## src/include/updown_counter_pkg.sv

```systemverilog
package updown_counter_pkg;

  // ----------------------------------------
  // Bus geometry
  // ----------------------------------------
  localparam int ADDR_W = 5;
  localparam int DATA_W = 32;
  localparam int COUNT_W = 10;

  // ----------------------------------------
  // Register byte offsets
  // ----------------------------------------
  localparam logic [4:0] OFF_COUNT_CONTROL_A = 5'h00;
  localparam logic [4:0] OFF_COUNT_CONTROL_B = 5'h04;
  localparam logic [4:0] OFF_SYSTEM_CONTROL_A = 5'h08;
  localparam logic [4:0] OFF_COUNT_DATA_LOW = 5'h0C;
  localparam logic [4:0] OFF_COUNT_DATA_MIDDLE = 5'h10;
  localparam logic [4:0] OFF_COUNT_DATA_HIGH = 5'h14;
  localparam logic [4:0] OFF_PRESCALER_CONTROL = 5'h18;

  // ----------------------------------------
  // Field positions
  // ----------------------------------------
  localparam int BIT_DIRECTION = 3;
  localparam int BIT_RUN = 3;
  localparam int BIT_EVENT = 2;
  localparam int BIT_COMPARE = 1;
  localparam int BIT_LOAD = 0;
  localparam int BIT_GLOBAL_IRQ = 3;
  localparam int BIT_SLEEP = 2;
  localparam int BIT_FULL_COMPARE = 1;
  localparam int BIT_PWM_ROUTE = 0;

  // ----------------------------------------
  // Reset values
  // ----------------------------------------
  localparam logic [3:0] RST_NIBBLE = 4'h0;
  localparam logic [9:0] RST_COUNT = 10'h000;
  localparam logic [9:0] COUNT_ZERO = 10'h000;

  // ----------------------------------------
  // Length select codes and masks
  // ----------------------------------------
  localparam logic [1:0] LEN_10 = 2'h0;
  localparam logic [1:0] LEN_8 = 2'h1;
  localparam logic [1:0] LEN_6 = 2'h2;
  localparam logic [9:0] MASK_10 = 10'h3FF;
  localparam logic [9:0] MASK_8 = 10'h0FF;
  localparam logic [9:0] MASK_6 = 10'h03F;
  localparam logic [9:0] MASK_4 = 10'h00F;

  function automatic logic [9:0] length_mask(input logic [1:0] sel);
    logic [9:0] m;
    m = MASK_4;
    if (sel == LEN_10) begin
      m = MASK_10;
    end else if (sel == LEN_8) begin
      m = MASK_8;
    end else if (sel == LEN_6) begin
      m = MASK_6;
    end
    return m;
  endfunction : length_mask

endpackage : updown_counter_pkg

```

## src/hdl/clock_source_select.sv

```systemverilog
`timescale 1ns/1ps
`default_nettype none

module clock_source_select (
  input wire logic clk,
  input wire logic rst_n,
  input wire logic [2:0] sel,
  input wire logic [7:0] sources,
  output logic rise,
  output logic fall
);

  typedef struct packed {
    logic level;
  } sel_state_t;

  sel_state_t s;
  sel_state_t next_s;
  logic picked;

  // ----------------------------------------
  // Source mux and edge detect
  // ----------------------------------------
  assign picked = sources[sel];
  // Source switch may fake one edge; stop first
  assign rise = picked & ~s.level;
  assign fall = ~picked & s.level;

  always_comb begin
    next_s = s;
    next_s.level = picked;
  end

  always_ff @(posedge clk or negedge rst_n) begin
    if (!rst_n) begin
      s <= '0;
    end else begin
      s <= next_s;
    end
  end

endmodule : clock_source_select

`default_nettype wire

```

## src/hdl/counter_terminal.sv

```systemverilog
`timescale 1ns/1ps
`default_nettype none

module counter_terminal (
  input wire logic [9:0] value,
  input wire logic [1:0] lengthSel,
  input wire logic countUp,
  output logic hit
);

  logic [9:0] mask;

  // ----------------------------------------
  // Terminal value per direction and length
  // ----------------------------------------
  always_comb begin
    mask = updown_counter_pkg::length_mask(lengthSel);
    if (countUp) begin
      hit = ((value & mask) == mask);
    end else begin
      // Zero within the selected length; upper bits are held, not counted
      hit = ((value & mask) == updown_counter_pkg::COUNT_ZERO);
    end
  end

endmodule : counter_terminal

`default_nettype wire

```

## src/hdl/updown_counter.sv

```systemverilog
// Design decisions made here: the register offsets and the Avalon-MM interface to the registers.
`timescale 1ns/1ps
`default_nettype none

module updown_counter (
  input wire logic clk,
  input wire logic rst_n,
  input wire logic [4:0] address,
  input wire logic read,
  input wire logic write,
  input wire logic [31:0] writedata,
  output logic [31:0] readdata,
  output logic waitrequest,
  input wire logic portALineZero,
  input wire logic portALineThree,
  input wire logic [5:0] prescalerTaps,
  output logic terminalCountIrq,
  output logic [9:0] countValue,
  output logic running,
  output logic countUp,
  output logic compareEnable,
  output logic eventCountEnable,
  output logic pwmRouteEnable,
  output logic fullCompareSelect,
  output logic globalIrqEnable,
  output logic sleepRequest
);

  // ----------------------------------------
  // State
  // ----------------------------------------
  typedef enum logic [1:0] {
    BUS_IDLE = 2'b00,
    BUS_ACK = 2'b01
  } bus_state_t;

  typedef struct packed {
    logic [9:0] count;
    logic [9:0] preload;
    logic [5:0] shadow;
    logic [1:0] lengthSel;
    logic countUp;
    logic [2:0] clkSel;
    logic run;
    logic eventMode;
    logic compareEnable;
    logic [3:0] sysCtl;
    logic pwmRoute;
    logic armed;
    logic tcIrq;
    logic [31:0] readData;
    bus_state_t bus;
  } state_t;

  state_t s;
  state_t next_s;

  logic [7:0] sources;
  logic srcRise;
  logic srcFall;
  logic [9:0] mask;
  logic [9:0] stepped;
  logic step;
  logic stepHit;
  logic accept;

  // ----------------------------------------
  // Clock source selection
  // ----------------------------------------
  // Code order: port A zero, taps 15..1, port A three
  // Tap port runs from tap 1 at bit 0 up to tap 15 at bit 5
  assign sources = {portALineThree, prescalerTaps[0], prescalerTaps[1], prescalerTaps[2],
    prescalerTaps[3], prescalerTaps[4], prescalerTaps[5], portALineZero};

  clock_source_select u_src (
    .clk(clk),
    .rst_n(rst_n),
    .sel(s.clkSel),
    .sources(sources),
    .rise(srcRise),
    .fall(srcFall)
  );

  // ----------------------------------------
  // Counting step
  // ----------------------------------------
  assign mask = updown_counter_pkg::length_mask(s.lengthSel);
  assign step = s.run & s.armed & srcRise;

  // Bits above the length stay put, lower bits wrap
  always_comb begin
    if (s.countUp) begin
      stepped = (s.count & ~mask) | ((s.count + 10'h001) & mask);
    end else begin
      stepped = (s.count & ~mask) | ((s.count - 10'h001) & mask);
    end
  end

  counter_terminal u_term (
    .value(stepped),
    .lengthSel(s.lengthSel),
    .countUp(s.countUp),
    .hit(stepHit)
  );

  // ----------------------------------------
  // Bus handshake
  // ----------------------------------------
  // One wait state so read data come from a register
  assign waitrequest = (read | write) & (s.bus != BUS_ACK);
  assign accept = (s.bus == BUS_ACK) & (read | write);

  // ----------------------------------------
  // Next state
  // ----------------------------------------
  always_comb begin
    next_s = s;
    next_s.tcIrq = 1'b0;

    // Start sync: first count after a seen low phase; event mode arms at once
    if (!s.run) begin
      next_s.armed = 1'b0;
    end else if (s.eventMode | srcFall) begin
      next_s.armed = 1'b1;
    end

    if (step) begin
      next_s.count = stepped;
      next_s.tcIrq = stepHit;
    end

    case (s.bus)
      BUS_IDLE: begin
        if (read | write) begin
          next_s.bus = BUS_ACK;
        end
        if (read) begin
          next_s.readData = '0;
          if (address == updown_counter_pkg::OFF_COUNT_CONTROL_A) begin
            next_s.readData[3:0] = {s.countUp, s.clkSel};
          end else if (address == updown_counter_pkg::OFF_COUNT_CONTROL_B) begin
            // Load strobe never reads back
            next_s.readData[3:0] = {s.run, s.eventMode, s.compareEnable, 1'b0};
          end else if (address == updown_counter_pkg::OFF_SYSTEM_CONTROL_A) begin
            next_s.readData[3:0] = s.sysCtl;
          end else if (address == updown_counter_pkg::OFF_COUNT_DATA_LOW) begin
            next_s.readData[3:0] = s.count[3:0];
            // Same edge as the nibble, so all three reads agree
            next_s.shadow = s.count[9:4];
          end else if (address == updown_counter_pkg::OFF_COUNT_DATA_MIDDLE) begin
            next_s.readData[3:0] = s.shadow[3:0];
          end else if (address == updown_counter_pkg::OFF_COUNT_DATA_HIGH) begin
            next_s.readData[3:0] = {s.lengthSel, s.shadow[5:4]};
          end else if (address == updown_counter_pkg::OFF_PRESCALER_CONTROL) begin
            next_s.readData[updown_counter_pkg::BIT_PWM_ROUTE] = s.pwmRoute;
          end
        end
      end
      BUS_ACK: begin
        next_s.bus = BUS_IDLE;
        if (write) begin
          if (address == updown_counter_pkg::OFF_COUNT_CONTROL_A) begin
            next_s.countUp = writedata[updown_counter_pkg::BIT_DIRECTION];
            next_s.clkSel = writedata[2:0];
            if (writedata[updown_counter_pkg::BIT_DIRECTION] != s.countUp) begin
              // Inversion wins over a step in the same cycle
              next_s.count = ~s.count;
              next_s.tcIrq = 1'b0;
            end
          end else if (address == updown_counter_pkg::OFF_COUNT_CONTROL_B) begin
            next_s.run = writedata[updown_counter_pkg::BIT_RUN];
            next_s.eventMode = writedata[updown_counter_pkg::BIT_EVENT];
            next_s.compareEnable = writedata[updown_counter_pkg::BIT_COMPARE];
            if (writedata[updown_counter_pkg::BIT_LOAD]) begin
              next_s.count = s.preload;
              next_s.compareEnable = 1'b0;
              next_s.armed = 1'b0;
              next_s.tcIrq = 1'b0;
              if (s.preload == updown_counter_pkg::COUNT_ZERO) begin
                next_s.run = 1'b0;
              end
            end
          end else if (address == updown_counter_pkg::OFF_SYSTEM_CONTROL_A) begin
            next_s.sysCtl = writedata[3:0];
          end else if (address == updown_counter_pkg::OFF_COUNT_DATA_LOW) begin
            next_s.preload[3:0] = writedata[3:0];
          end else if (address == updown_counter_pkg::OFF_COUNT_DATA_MIDDLE) begin
            next_s.preload[7:4] = writedata[3:0];
          end else if (address == updown_counter_pkg::OFF_COUNT_DATA_HIGH) begin
            next_s.lengthSel = writedata[3:2];
            next_s.preload[9:8] = writedata[1:0];
          end else if (address == updown_counter_pkg::OFF_PRESCALER_CONTROL) begin
            next_s.pwmRoute = writedata[updown_counter_pkg::BIT_PWM_ROUTE];
          end
        end
      end
      default: begin
        next_s.bus = BUS_IDLE;
      end
    endcase
  end

  // ----------------------------------------
  // Registers
  // ----------------------------------------
  always_ff @(posedge clk or negedge rst_n) begin
    if (!rst_n) begin
      s.count <= updown_counter_pkg::RST_COUNT;
      s.preload <= updown_counter_pkg::RST_COUNT;
      s.shadow <= '0;
      s.lengthSel <= updown_counter_pkg::LEN_10;
      s.countUp <= 1'b0;
      s.clkSel <= '0;
      s.run <= 1'b0;
      s.eventMode <= 1'b0;
      s.compareEnable <= 1'b0;
      s.sysCtl <= updown_counter_pkg::RST_NIBBLE;
      s.pwmRoute <= 1'b0;
      s.armed <= 1'b0;
      s.tcIrq <= 1'b0;
      s.readData <= '0;
      s.bus <= BUS_IDLE;
    end else begin
      s <= next_s;
    end
  end

  // ----------------------------------------
  // Outputs
  // ----------------------------------------
  assign readdata = s.readData;
  assign terminalCountIrq = s.tcIrq;
  assign countValue = s.count;
  assign running = s.run;
  assign countUp = s.countUp;
  assign compareEnable = s.compareEnable;
  assign eventCountEnable = s.eventMode;
  assign pwmRouteEnable = s.pwmRoute;
  assign fullCompareSelect = s.sysCtl[updown_counter_pkg::BIT_FULL_COMPARE];
  assign globalIrqEnable = s.sysCtl[updown_counter_pkg::BIT_GLOBAL_IRQ];
  assign sleepRequest = s.sysCtl[updown_counter_pkg::BIT_SLEEP];

  // Accept is the edge where writes land and reads are taken
  logic unusedAccept;
  assign unusedAccept = accept;

endmodule : updown_counter

`default_nettype wire

```

## config.mk

```make
export PLATFORM = sky130hd
export DESIGN_NAME = updown_counter
export DESIGN_NICKNAME = d
export VERILOG_FILES = /design/src/include/updown_counter_pkg.sv /design/src/hdl/clock_source_select.sv /design/src/hdl/counter_terminal.sv /design/src/hdl/updown_counter.sv
export SDC_FILE = /design/constraint.sdc
export NUM_CORES = 1
export LEC_CHECK = 0
export BUFFER_PORTS_ARGS = -buffer_cell sky130_fd_sc_hd__buf_2
export CAP_MARGIN = 20
export CELL_PAD_IN_SITES_DETAIL_PLACEMENT = 1
export CELL_PAD_IN_SITES_GLOBAL_PLACEMENT = 1
export CORE_MARGIN = 2
export CORE_UTILIZATION = 26
export DETAILED_ROUTE_END_ITERATION = 10
export PLACE_DENSITY_LB_ADDON = 0.1
export SYNTH_ARGS = -nofsm -noshare
export SYNTH_HDL_FRONTEND = slang
export SYNTH_HIERARCHICAL = 1
export SYNTH_SLANG_ARGS = --single-unit
```

## constraint.sdc

```tcl
create_clock -name clk -period 2.8 [get_ports clk]
set_input_delay 0.56 -clock clk [delete_from_list [all_inputs] [get_ports clk]]
set_output_delay 0.56 -clock clk [all_outputs]
set_load 0.005 [all_outputs]
```

==> summary.md <==
| Metric | Value |
|---|---|
| Post-DP HPWL | 7.56 mm |
| Worst Skew | 4.01 ps |
| TritonCTS clock tree | done |
| Core ar. | around 12000 um2 |
| RSZ-0062 raised after global routing | false |
| Hold WC Path Type | input port to asynchronous set/reset pin |
| Ant diodes | 0 |
| # clock sinks | 48 |
| Htree depth | 2 |
| Layout cell share with drive strength beyond 1 | about a third |
| CTS Hold Bufs | 0 |
| Final Setup Violations | 0 |
| Post-Synthesis Cells | between 300 and 400 |
| Die area | approximately 14000 um2 |
| CTS clk-pin slew, worst paths | about 70 ps |
| Die Ht | 116 um |
| Sequential area share after synthesis | ~37% |
| Post-synth EDFFs | 0 |
| Count of pins over their slew limit | 0 |
| YS warnings | 6 |
| CP Class | flop to flop |
| CP Buf/Inv Count | 1 |
| Critical Path Slowest Stage Cell | or4b_4 |
| # DRC | 0 |
| # rows | 41 |
| Max_cap viols | 0 |
| WL final | ~9.9 mm |
| Count of different cell masters after synthesis | 65 |
| Initial antenna violation count | 0 |
| CP required | about 3000 ps |
| Peak supply drop | 0.236 mV |
| Cells after DPL | approximately 540 |
| PortBufs | 44 |
| Post-layout util | ~30% |
| Critical path arrival | about 2700 ps |
| Pwr Density | 649 nW/um2 |
| Worst-path cell chain | inv_1 -> ha_1 -> or4b_4 -> nor3_2 -> o21ai_0 -> xnor2_1 -> a21o_1 -> a31oi_1 -> o32ai_2 -> and3_1 |
| Met3 Wirelength | slightly below 300 um |
| R2r setup slk | between 200 and 300 ps |
| CTS resizes | 0 |
| Crit path from | countValue[1]$_DFF_PN0_ |
| Crit path time final | between 2000 and 3000 ps |
| Vias in the first global route | around 2600 |
| Syn_area_per_cell | 9.81 um2 |
| R2r endpoint | terminalCountIrq$_DFF_PN0_ |
| Largest net degree at the start of global routing | roughly 50 |
| First-pass GRT wire length | about 15 mm |
| Routed vias | 2591 |
| Hold WS | roughly 260 ps |
| Starting Density | a little over a quarter |
| Met2 wire len | about 4.7 mm |
| Max FO, Critical Path | 4 |
| GRT Overall Usage | 15.2% |
| DR iter-0 viols | 77 |
| Clk root buf | clkbuf_16 |
| Wl on met1 | approximately 4.8 mm |
| Largest delay share family, worst path | simple AND/OR/NAND/NOR gates |
| CP Capture Point | terminalCountIrq$_DFF_PN0_ |
| CP startpoint kind | flop |
| Worst slew pin tran | ~510 ps |
| Top FF cell, synth | dfrtp_1 |
| Drt first pass iters | 4 |
| Final Hold Viols | 0 |
| Nets | around 420 |
| Grt total ovfl | 0 |
| Post-CTS Setup Bufs | 0 |
| P_leak | 1.74 nW |
| Max Used Layer | met4 |
| Status | complete, no violations |
| Die Width | roughly 120 um |
| Synthesized area | 3280 um2 |
| Finished Layout Cells | between 500 and 600 |
| Async S/R FF share, synth | 100% |
| Reg2Reg Launch Point | countValue[1]$_DFF_PN0_ |
| Worst path max stage delay | approximately 520 ps |
| Gpl congestion | between 0.7 and 0.8 |
| Fin area | around 3700 um2 |
| Synth Register Bits | between 40 and 50 |
| Area delta synth->final | 13.8% |
| Clock Path Buffers | 2 |
| Final Cycle Share | 89.7% |
| Setup TNS | 0 ps |
| I/O pins | 101 |
| R2r worst-path depth | 10 |
| Via-to-Cell Ratio | 4.77 |
| Inserted Clock Buffers | 5 |
| Post-DR wirelength/cell | approximately 18 um |
| Leading cell types in the layout, fill and taps excluded | dfrtp_1 (48), buf_2 (44), mux2_2 (30) |
| Slew HR | 65.7% |
| Most common cell after layout, fill and taps aside | dfrtp_1 |
| Later-pin clock latency in the skew report | between 200 and 300 ps |
| Post-DP Area | 3580 um2 |
| Worst path depth | 10 |
| # fillers | around 1500 |
| Max Freq | about 0.40 GHz |
| Worst setup EP type | flop |
| Detail Route Antenna Nets | 0 |
## cell type report
type	instances	area (um2)	area share (%)
multi-input cells	244	1740	46.5
well taps	172	215	5.77
flip-flops and latches	48	1200	32.2
clock buffers	5	125	3.35
repair buffers	66	398	10.7
clock inverters	1	30.0	0.805
inverters	7	26.3	0.704
## worst register-to-register path, cell delays in order, from the launching register on
cell and delay, ps:
dfrtp_1 410, inv_1 100, ha_1 160, or4b_4 520
nor3_2 210, o21ai_0 140, xnor2_1 200, a21o_1 180
a31oi_1 230, o32ai_2 110, and3_1 150
## registers in the layout (all words and copies together), names as in the netlist
name	count
u_src/s	1
countUp	1
countValue	10
eventCountEnable	1
readdata	4
running	1
sleepRequest	1
terminalCountIrq	1
globalIrqEnable	1
fullCompareSelect	1
s	24
pwmRouteEnable	1
compareEnable	1
## where the power goes
| group | total [mW] | switching (mW) | leakage, nW | internal (mW) |
|---|---|---|---|---|
| registers | 0.928 | 0.127 | 0.634 | 0.801 |
| logic | 0.825 | 0.449 | 1.03 | 0.376 |
| clock network | 0.668 | 0.256 | 0.0757 | 0.412 |
## through the flow
step                worst slack [ps]  power, mW
finish                           289       2.42
global route                    85.6       2.59
CTS                              250       2.47
detailed placement               265       1.78
global placement                 284       1.77
floorplan                        530       1.54
## cells in the mapped netlist (all sizes together), types with 5 or more instances
cell type,instances,area share (%)
buf,51,11
dfrtp,48,37
mux2,30,10
nor2,22,3.1
nand2,20,2.3
o21ai,12,1.8
clkbuf,11,1.3
a21oi,9,1.7
mux2i,9,2.7
and3,8,1.5
nand3,8,1.2
xor2,8,2.1
inv,7,0.80
nand4,6,1.1
nor2b,6,1.1
a2bb2oi,5,1.5
nor3,5,0.92
## metal layers
metal  track usage (%)  up-vias
li1                  -     1213
met1              21.5     1323
met2              24.4       49
met3              1.71        6
met4              4.60        0
met5                 0        -
## kinds of logic after synthesis
| group | after synthesis | share of synthesized area (%) |
|---|---|---|
| AND/OR/NAND/NOR | 91 | 15.1 |
| AO/OA/AOI/OAI | 71 | 16.9 |
| buffers and inverters | 69 | 13.5 |
| flip-flops | 48 | 36.6 |
| multiplexers | 40 | 13.7 |
| XOR/XNOR | 12 | 3.21 |
| adder cells (fa/ha/maj) | 2 | 0.763 |
| other | 1 | 0.114 |
## worst min-delay path by stage
stage | startpoint | slack (ps) | to | depth (start not counted)
final | rst_n | 260 | s[0]$_DFFE_PN0P_ | 2
after global routing | rst_n | 270 | s[0]$_DFFE_PN0P_ | 2
after CTS | rst_n | 260 | s[50]$_DFFE_PN0P_ | 2
after detailed placement | s[0]$_DFFE_PN0P_ | 500 | s[0]$_DFFE_PN0P_ | 1
after global placement | s[0]$_DFFE_PN0P_ | 490 | s[0]$_DFFE_PN0P_ | 1
after floorplan | rst_n | 260 | compareEnable$_DFFE_PN0P_ | 0
(Power assumes the default switching activity.)
